`src/supply_monitor_regs.vh`:
```
`ifndef SUPPLY_MONITOR_REGS_VH
`define SUPPLY_MONITOR_REGS_VH

// byte addresses on the register bus
`define SM_ADDR_CTRL_STATUS 16'h3040
`define SM_ADDR_IRQ_STATUS 16'h3044
`define SM_ADDR_IRQ_ENABLE 16'h3048
`define SM_ADDR_IRQ_CLEAR 16'h304c
`define SM_ADDR_LSB 2

// control/status field positions
`define SM_BIT_WARN_FLAG 7
`define SM_BIT_WARN_ACK 6
`define SM_BIT_WARN_IE 5
`define SM_BIT_DET_RE 4
`define SM_BIT_DET_SE 3
`define SM_BIT_DET_EN 2
`define SM_BIT_BUF_DS 1
`define SM_BIT_BUF_EN 0

// reset values of the control bits (reads 1ch after reset)
`define SM_RST_WARN_IE 1'b0
`define SM_RST_DET_RE 1'b1
`define SM_RST_DET_SE 1'b1
`define SM_RST_DET_EN 1'b1
`define SM_RST_BUF_DS 1'b0
`define SM_RST_BUF_EN 1'b0

// interrupt event bit positions
`define SM_EV_WARN_RISE 0
`define SM_EV_DETECT 1
`define SM_EV_COUNT 2

// synchroniser and write-once slots
`define SM_CMP_WARN 0
`define SM_CMP_DET 1
`define SM_CMP_COUNT 2
`define SM_ONCE_RE 0
`define SM_ONCE_DE 1
`define SM_ONCE_COUNT 2

// axi response codes
`define SM_RESP_OKAY 2'b00
`define SM_RESP_SLVERR 2'b10

`endif

```
`src/low_voltage_monitor_ctrl.v`:
```
`timescale 1ns/1ps
`include "supply_monitor_regs.vh"
// Operation
// control/status register sits at absolute address 3040h.
// warning flag bit 7 sets on supply warning, also when present after reset.
// warning flag stays 1 until software clears it; 0 means no warning.
// writing 1 to ack bit 6 clears flag only if warning gone.
// interrupt requested while flag and enable bit 5 are both 1.
// reset-enable bit 4 with detection on forces reset on detect events.
// reset-enable bit accepts only the first write after each reset.
// stop-enable bit 3 keeps detection running in stop mode; freely writable.
// detect-enable bit 2 gates detection; reset and stop enables need it.
// detect-enable bit accepts only the first write after each reset.
// software should write the register once during reset initialization.
// software clears the flag by acknowledge before enabling the interrupt.
// bit 0 enables the reference buffer for the converter channel.
// bit 1 selects high buffer drive, meaningful only while buffer enabled.
// comparator outputs pass synchronizer flip-flops before use.
// acknowledge bit reads 0, holds no state; writing 0 does nothing.
module low_voltage_monitor_ctrl (
    input wire core_clk,
    input wire nrst,
    input wire supply_warning,
    input wire supply_detect,
    input wire stop_mode,
    input wire [15:0] s_axi_awaddr,
    input wire s_axi_awvalid,
    output reg s_axi_awready,
    input wire [31:0] s_axi_wdata,
    input wire [3:0] s_axi_wstrb,
    input wire s_axi_wvalid,
    output reg s_axi_wready,
    output reg [1:0] s_axi_bresp,
    output reg s_axi_bvalid,
    input wire s_axi_bready,
    input wire [15:0] s_axi_araddr,
    input wire s_axi_arvalid,
    output reg s_axi_arready,
    output reg [31:0] s_axi_rdata,
    output reg [1:0] s_axi_rresp,
    output reg s_axi_rvalid,
    input wire s_axi_rready,
    output reg warning_irq,
    output reg system_reset_req,
    output reg detect_active,
    output reg ref_buffer_enable_out,
    output reg ref_buffer_drive_select_out,
    output reg irq
);

    // release is synchronous so every flop leaves reset on the same edge
    reg rst_meta;
    reg rst_sync_n;

    always @(posedge core_clk or negedge nrst) begin
        if (!nrst) begin
            rst_meta <= 1'b0;
            rst_sync_n <= 1'b0;
        end else begin
            rst_meta <= 1'b1;
            rst_sync_n <= rst_meta;
        end
    end

    // three stages per comparator; a change counts once stage two and three agree
    wire [`SM_CMP_COUNT-1:0] cmp_raw;
    wire [`SM_CMP_COUNT-1:0] cmp_level;
    assign cmp_raw[`SM_CMP_WARN] = supply_warning;
    assign cmp_raw[`SM_CMP_DET] = supply_detect;

    genvar si;
    generate
        for (si = 0; si < `SM_CMP_COUNT; si = si + 1) begin : g_sync
            reg [2:0] stages;
            reg level;
            always @(posedge core_clk or negedge rst_sync_n) begin
                if (!rst_sync_n) begin
                    stages <= 3'h0;
                    level <= 1'b0;
                end else begin
                    stages <= {stages[1:0], cmp_raw[si]};
                    // a lone disagreeing sample is a transition still settling
                    if (stages[1] == stages[2]) begin
                        level <= stages[2];
                    end
                end
            end
            assign cmp_level[si] = level;
        end
    endgenerate

    wire warn_level = cmp_level[`SM_CMP_WARN];
    wire det_level = cmp_level[`SM_CMP_DET];

    reg warning_flag;
    reg warning_irq_enable;
    wire detect_reset_enable;
    reg detect_stop_enable;
    wire detect_enable;
    reg ref_buffer_enable;
    reg ref_buffer_drive_select;
    reg det_level_d;
    reg [`SM_EV_COUNT-1:0] irq_status;
    reg [`SM_EV_COUNT-1:0] irq_enable;

    // write channel: address and data held until both are present
    reg aw_held;
    reg w_held;
    reg [15:0] wr_addr;
    reg [31:0] wr_data;
    reg [3:0] wr_strb;

    wire aw_take = s_axi_awvalid && s_axi_awready;
    wire w_take = s_axi_wvalid && s_axi_wready;
    wire do_write = aw_held && w_held && !s_axi_bvalid;
    wire [15:0] wr_word = {wr_addr[15:`SM_ADDR_LSB], 2'b00};
    // only byte lane 0 carries register bits; the other lanes are ignored
    wire wr_ctrl = do_write && (wr_word == `SM_ADDR_CTRL_STATUS) && wr_strb[0];
    wire wr_ien = do_write && (wr_word == `SM_ADDR_IRQ_ENABLE) && wr_strb[0];
    wire wr_iclr = do_write && (wr_word == `SM_ADDR_IRQ_CLEAR) && wr_strb[0];
    reg wr_hit;

    always @* begin
        wr_hit = 1'b1;
        case (wr_word)
            `SM_ADDR_CTRL_STATUS: wr_hit = 1'b1;
            `SM_ADDR_IRQ_STATUS: wr_hit = 1'b1;
            `SM_ADDR_IRQ_ENABLE: wr_hit = 1'b1;
            `SM_ADDR_IRQ_CLEAR: wr_hit = 1'b1;
            default: wr_hit = 1'b0;
        endcase
    end

    // address and data close on their own take and reopen only once the
    // response is accepted, so at most one write is under way
    always @(posedge core_clk or negedge rst_sync_n) begin
        if (!rst_sync_n) begin
            s_axi_awready <= 1'b1;
            aw_held <= 1'b0;
            wr_addr <= 16'h0000;
        end else begin
            if (aw_take) begin
                aw_held <= 1'b1;
                wr_addr <= s_axi_awaddr;
                s_axi_awready <= 1'b0;
            end
            if (do_write) begin
                aw_held <= 1'b0;
            end
            if (s_axi_bvalid && s_axi_bready) begin
                s_axi_awready <= 1'b1;
            end
        end
    end

    always @(posedge core_clk or negedge rst_sync_n) begin
        if (!rst_sync_n) begin
            s_axi_wready <= 1'b1;
            w_held <= 1'b0;
            wr_data <= 32'h00000000;
            wr_strb <= 4'h0;
        end else begin
            if (w_take) begin
                w_held <= 1'b1;
                wr_data <= s_axi_wdata;
                wr_strb <= s_axi_wstrb;
                s_axi_wready <= 1'b0;
            end
            if (do_write) begin
                w_held <= 1'b0;
            end
            if (s_axi_bvalid && s_axi_bready) begin
                s_axi_wready <= 1'b1;
            end
        end
    end

    always @(posedge core_clk or negedge rst_sync_n) begin
        if (!rst_sync_n) begin
            s_axi_bvalid <= 1'b0;
            s_axi_bresp <= `SM_RESP_OKAY;
        end else begin
            if (do_write) begin
                s_axi_bvalid <= 1'b1;
                s_axi_bresp <= wr_hit ? `SM_RESP_OKAY : `SM_RESP_SLVERR;
            end
            if (s_axi_bvalid && s_axi_bready) begin
                s_axi_bvalid <= 1'b0;
            end
        end
    end

    wire det_on = detect_enable && (!stop_mode || detect_stop_enable);
    // a detect level already high when detection turns on raises no event
    wire det_event = det_on && det_level && !det_level_d;
    wire warn_rise = warn_level && !warning_flag;
    // ack is only a strobe: nothing stores it, so its bit reads zero
    wire ack = wr_ctrl && wr_data[`SM_BIT_WARN_ACK] && !warn_level;

    always @(posedge core_clk or negedge rst_sync_n) begin
        if (!rst_sync_n) begin
            warning_flag <= 1'b0;
            det_level_d <= 1'b0;
        end else begin
            det_level_d <= det_level;
            // a present warning, even one already there after reset, wins over ack
            if (warn_level) begin
                warning_flag <= 1'b1;
            end else if (ack) begin
                warning_flag <= 1'b0;
            end
        end
    end

    // freely writable control bits
    always @(posedge core_clk or negedge rst_sync_n) begin
        if (!rst_sync_n) begin
            warning_irq_enable <= `SM_RST_WARN_IE;
            detect_stop_enable <= `SM_RST_DET_SE;
            ref_buffer_enable <= `SM_RST_BUF_EN;
            ref_buffer_drive_select <= `SM_RST_BUF_DS;
        end else if (wr_ctrl) begin
            warning_irq_enable <= wr_data[`SM_BIT_WARN_IE];
            detect_stop_enable <= wr_data[`SM_BIT_DET_SE];
            ref_buffer_enable <= wr_data[`SM_BIT_BUF_EN];
            ref_buffer_drive_select <= wr_data[`SM_BIT_BUF_DS];
        end
    end

    // write-once bits: any control write locks both, so a boot routine
    // that rewrites the reset values still fixes them on purpose
    wire [`SM_ONCE_COUNT-1:0] once_wdata;
    wire [`SM_ONCE_COUNT-1:0] once_value;
    assign once_wdata[`SM_ONCE_RE] = wr_data[`SM_BIT_DET_RE];
    assign once_wdata[`SM_ONCE_DE] = wr_data[`SM_BIT_DET_EN];

    genvar oi;
    generate
        for (oi = 0; oi < `SM_ONCE_COUNT; oi = oi + 1) begin : g_once
            reg value;
            reg locked;
            always @(posedge core_clk or negedge rst_sync_n) begin
                if (!rst_sync_n) begin
                    value <= (oi == `SM_ONCE_DE) ? `SM_RST_DET_EN : `SM_RST_DET_RE;
                    locked <= 1'b0;
                end else if (wr_ctrl) begin
                    locked <= 1'b1;
                    if (!locked) begin
                        value <= once_wdata[oi];
                    end
                end
            end
            assign once_value[oi] = value;
        end
    endgenerate

    assign detect_reset_enable = once_value[`SM_ONCE_RE];
    assign detect_enable = once_value[`SM_ONCE_DE];

    // event status: set beats a simultaneous clear
    wire [`SM_EV_COUNT-1:0] ev_set;
    assign ev_set[`SM_EV_WARN_RISE] = warn_rise;
    assign ev_set[`SM_EV_DETECT] = det_event;

    genvar gi;
    generate
        for (gi = 0; gi < `SM_EV_COUNT; gi = gi + 1) begin : g_ev
            always @(posedge core_clk or negedge rst_sync_n) begin
                if (!rst_sync_n) begin
                    irq_status[gi] <= 1'b0;
                    irq_enable[gi] <= 1'b0;
                end else begin
                    if (ev_set[gi]) begin
                        irq_status[gi] <= 1'b1;
                    end else if (wr_iclr && wr_data[gi]) begin
                        irq_status[gi] <= 1'b0;
                    end
                    if (wr_ien) begin
                        irq_enable[gi] <= wr_data[gi];
                    end
                end
            end
        end
    endgenerate

    wire [7:0] ctrl_read = {warning_flag, 1'b0, warning_irq_enable, detect_reset_enable,
        detect_stop_enable, detect_enable, ref_buffer_drive_select, ref_buffer_enable};

    wire [15:0] rd_word = {s_axi_araddr[15:`SM_ADDR_LSB], 2'b00};
    reg [31:0] next_rdata;
    reg next_rhit;

    always @* begin
        next_rdata = 32'h00000000;
        next_rhit = 1'b1;
        case (rd_word)
            `SM_ADDR_CTRL_STATUS: next_rdata = {24'h000000, ctrl_read};
            `SM_ADDR_IRQ_STATUS: next_rdata = {30'h00000000, irq_status};
            `SM_ADDR_IRQ_ENABLE: next_rdata = {30'h00000000, irq_enable};
            // clear register is write-only and reads back as zero
            `SM_ADDR_IRQ_CLEAR: next_rdata = 32'h00000000;
            default: next_rhit = 1'b0;
        endcase
    end

    always @(posedge core_clk or negedge rst_sync_n) begin
        if (!rst_sync_n) begin
            s_axi_arready <= 1'b1;
            s_axi_rvalid <= 1'b0;
            s_axi_rdata <= 32'h00000000;
            s_axi_rresp <= `SM_RESP_OKAY;
        end else begin
            if (s_axi_arvalid && s_axi_arready) begin
                s_axi_arready <= 1'b0;
                s_axi_rvalid <= 1'b1;
                s_axi_rdata <= next_rdata;
                s_axi_rresp <= next_rhit ? `SM_RESP_OKAY : `SM_RESP_SLVERR;
            end else if (s_axi_rvalid && s_axi_rready) begin
                s_axi_rvalid <= 1'b0;
                s_axi_arready <= 1'b1;
            end
        end
    end

    always @(posedge core_clk or negedge rst_sync_n) begin
        if (!rst_sync_n) begin
            warning_irq <= 1'b0;
            system_reset_req <= 1'b0;
            detect_active <= 1'b0;
            ref_buffer_enable_out <= 1'b0;
            ref_buffer_drive_select_out <= 1'b0;
            irq <= 1'b0;
        end else begin
            // every pin comes from a flop so no decode glitch reaches it
            warning_irq <= warning_flag && warning_irq_enable;
            // held while detect level stands so the reset generator sees a level
            system_reset_req <= det_on && detect_reset_enable && det_level;
            detect_active <= det_on;
            ref_buffer_enable_out <= ref_buffer_enable;
            ref_buffer_drive_select_out <= ref_buffer_enable && ref_buffer_drive_select;
            irq <= |(irq_status & irq_enable);
        end
    end

endmodule // low_voltage_monitor_ctrl

```
`config.mk`:
```
export PLATFORM = sky130hd
export DESIGN_NAME = low_voltage_monitor_ctrl
export DESIGN_NICKNAME = d
export VERILOG_FILES = /design/src/low_voltage_monitor_ctrl.v
export VERILOG_INCLUDE_DIRS = /design/src
export SDC_FILE = /design/constraint.sdc
export NUM_CORES = 1
export LEC_CHECK = 0
export BUFFER_PORTS_ARGS = -buffer_cell sky130_fd_sc_hd__buf_4
export CORE_MARGIN = 4
export CORE_UTILIZATION = 42
export CTS_CLUSTER_DIAMETER = 50
export DETAILED_ROUTE_END_ITERATION = 7
export GPL_TIMING_DRIVEN = 0
export PLACE_DENSITY = 0.74
export SLEW_MARGIN = 15
export SYNTH_ARGS = -nofsm -noshare
export SYNTH_HDL_FRONTEND = slang
export SYNTH_SLANG_ARGS = --single-unit
```
`constraint.sdc`:
```
create_clock -name core_clk -period 2.1 [get_ports core_clk]
set_clock_uncertainty 0.05 [all_clocks]
set_input_delay 0.315 -clock core_clk [delete_from_list [all_inputs] [get_ports core_clk]]
set_output_delay 0.315 -clock core_clk [all_outputs]
set_load 0.005 [all_outputs]
```
==> flow_metrics.tcl <==
set metrics [dict create \
    clock_latency_ns 0.33 \
    yosysMostFrequentCell "dfrtp_1" \
    hold_path.class "in2reg" \
    arrival_ns 2.16 \
    crit_slowest_cell "or4_4" \
    start_util_pct 43.4 \
    synthCells 202 \
    yosysUniqueCellTypes 39 \
    ys_top_cells_by_count "61 x dfrtp_1, 27 x buf_4, 26 x mux2_2" \
    dr.pass1.iters 4 \
    cts_setup_buffers 0 \
    power_leakage_nw 1.84 \
    core_sq_um 6390 \
    finish.instance_area_sq_um 3700 \
    netlist_area_sq_um 2770 \
    finalCritPeriodShare_pct 95.0 \
    grt_pass1_wl_mm 7.90 \
    via_per_inst 4.52 \
    cts_buffers 9 \
    grt_util_all_layers_pct 13.4 \
    grt_setup_unrepaired "false" \
    grt_max_degree 44 \
    seq_area_frac_synth_pct 60.7 \
    diodes 0 \
    p_clk_share_pct 29.3 \
    antenna_found_initial 0 \
    placedCellCount 371 \
    drcViolationCount 0 \
    cts_tree "done" \
    async_reset_ff_share_pct 100 \
    fmax_ghz 0.501 \
    nNetsFinal 384 \
    critical_path_required_ns 2.26 \
    routabilityCongestion 0.743 \
    max_stage_delay_ns 0.50 \
    fp.dieH_um 89.3 \
    vdd_drop_max_uv 624 \
    fillers 567 \
    antenna_left 0 \
    multi_input_area_sq_um 965 \
    cellPowerDensity_nw_per_um2 944 \
    worst_path_dominant_cell_family "simple AND/OR/NAND/NOR gates" \
    crit_path_start_kind "register" \
    fp.dieArea_sq_um 7970 \
    wire_per_inst_um 13.1 \
    end_kind "register" \
    finalPower_mw 3.50 \
    worst_pin_slew_ns 0.506 \
    drt-initial-drc-count 70 \
    place_area_sq_um 3480 \
    ys_seq_elements 67 \
    status "finished clean" \
    dr_total_vias 1755 \
    cts_root_buf "clkbuf_8" \
    clk_pin_slew_ns 0.07 \
    cts.sinks 67 \
    p_comb_share_pct 18.8 \
    synth.avg_cell_area_sq_um 13.7 \
    overflow 0 \
    io_pins 125 \
    finalNonFillerCells 388 \
    synth_edf_count 0 \
    drive_above_1_share_pct 49.2 \
    area.sequential_sq_um 1690 \
    grt_pass1_vias 1691 \
    synth.area.top_cells "dfrtp_1 55%, mux2_2 11%, buf_4 7.3%" \
    cts_htree_levels 3 \
    internal_power_mw 2.59 \
    dp_hpwl_mm 3.82 \
    finalHoldViolCount 0 \
    yosys.area.top_type_share_pct 55.0 \
    path_max_fanout 7 \
    slew_violations 0 \
    min_period_ns 2.00 \
    post-place-ws_ns 0.0161 \
    switching_share_pct 26.0 \
    layout_setup_ws_ns 0.105 \
    p_seq_share_pct 51.9 \
    clock_path_buffers 2 \
    path_buf_inv 1 \
    worstSetupPathType "reg2reg" \
    synthToLayoutAreaGrowth_pct 33.5 \
    drt_wl_total_mm 5.07 \
    port_buffers 65 \
    synthFlopType "dfrtp_1" \
    crit_chain "nor4b_4 -> nand3_4 -> or4_4 -> buf_6 -> mux2_4" \
    report.final.setup_viol 0 \
    maxCapViolCount 0 \
    std_cell_rows 29 \
    yosysTopAreaCell "dfrtp_1" \
    synth_warnings 0 \
    slew_headroom_pct 66.3 \
    die_w_um 89.3 \
    p_switching_uw 908 \
]
registers in the layout (all words and copies together), names as in the netlist, 2 cells and up:
register,flops
wr_addr,14
s_axi_rdata,7
irq_enable,2
irq_status,2
g_sync.stages,6
wr_data,7
kinds of logic after synthesis:
family / Yosys count / synth area share (%)
compound gates: 24 / 6.00
other cells: 2 / 0.271
simple gates: 37 / 9.52
flops: 67 / 60.7
mux: 33 / 13.8
buf+inv: 37 / 8.98
fa+ha+maj: 2 / 0.722
metrics by stage:
stage	TNS, ns	hold WS, ns	util, %
6_report	0	0.0411	58.0
5_1_grt	0	0.0209	58.0
4_1_cts	0	0.0228	57.6
3_5_place_dp	0	0.0494	54.5
3_3_place_gp	-37.18	0.0476	54.1
2_1_floorplan	0	-0.0306	-
final cells by class:
class                   count  share of cell area [%]
plain buffers              30                    6.01
clock buffers              14                    4.12
clock inverters             2                   0.946
inverters                   7                   0.709
multi-input cells         124                    26.0
flip-flops and latches     67                    45.6
well taps                  77                    2.60
repair buffers             67                    14.0
path summary, 6_finish.rpt:
path                                     from                 endpoint  slack (ns)  depth (start not counted)
worst max-delay path               wr_addr[7]  ref_buffer_drive_select        0.10                          5
max in group asynchronous          rst_sync_n            s_axi_arready        1.25                          1
min in group asynchronous          rst_sync_n                   w_held        0.17                          0
worst min-delay path            supply_detect      g_sync[1].stages[0]        0.04                          1
worst min register to register     rst_sync_n                   w_held        0.17                          0
worst max register to register     wr_addr[7]  ref_buffer_drive_select        0.10                          5
layout by cell type (no fill, tap or decap), types with 2 or more instances in the layout:
cell type	count
mux2_4	4
conb_1	28
nand2_1	9
o31ai_1	2
and2_1	2
clkbuf_1	4
clkbuf_8	10
a21oi_1	3
nand3_4	2
dfstp_2	6
nor4_1	2
nand3_1	2
nor2_1	7
mux2i_1	3
a22o_1	8
mux2_2	26
buf_4	92
inv_1	7
dfrtp_1	60
maj3_1	2
o21ai_0	7
power by group through the flow:
stage / sequential [mW] / clock (mW) / combinational (mW)
detailed placement: 1.83 / 0 / 0.642
CTS: 1.81 / 1.06 / 0.644
global route: 1.86 / 1.10 / 0.742
global placement: 1.83 / 0 / 0.598
finish: 1.81 / 1.02 / 0.657
floorplan: 1.78 / 0 / 0.440
per-layer routing:
| metal | share of wire (%) | up-vias | track usage (%) |
|---|---|---|---|
| li1 | - | 858 | - |
| met1 | 41 | 822 | 15.9 |
| met2 | 47 | 64 | 21.4 |
| met3 | 9.3 | 11 | 3.32 |
| met4 | 2.9 | 0 | 8.93 |
| met5 | 0 | - | 0 |
timing repair:
action	CTS	global route
setup endpoints to repair	0	8
endpoints found under the hold margin	2	0
gates resized for setup	0	4
hold buffers	1	0
Power figures use the tool's default switching activity.
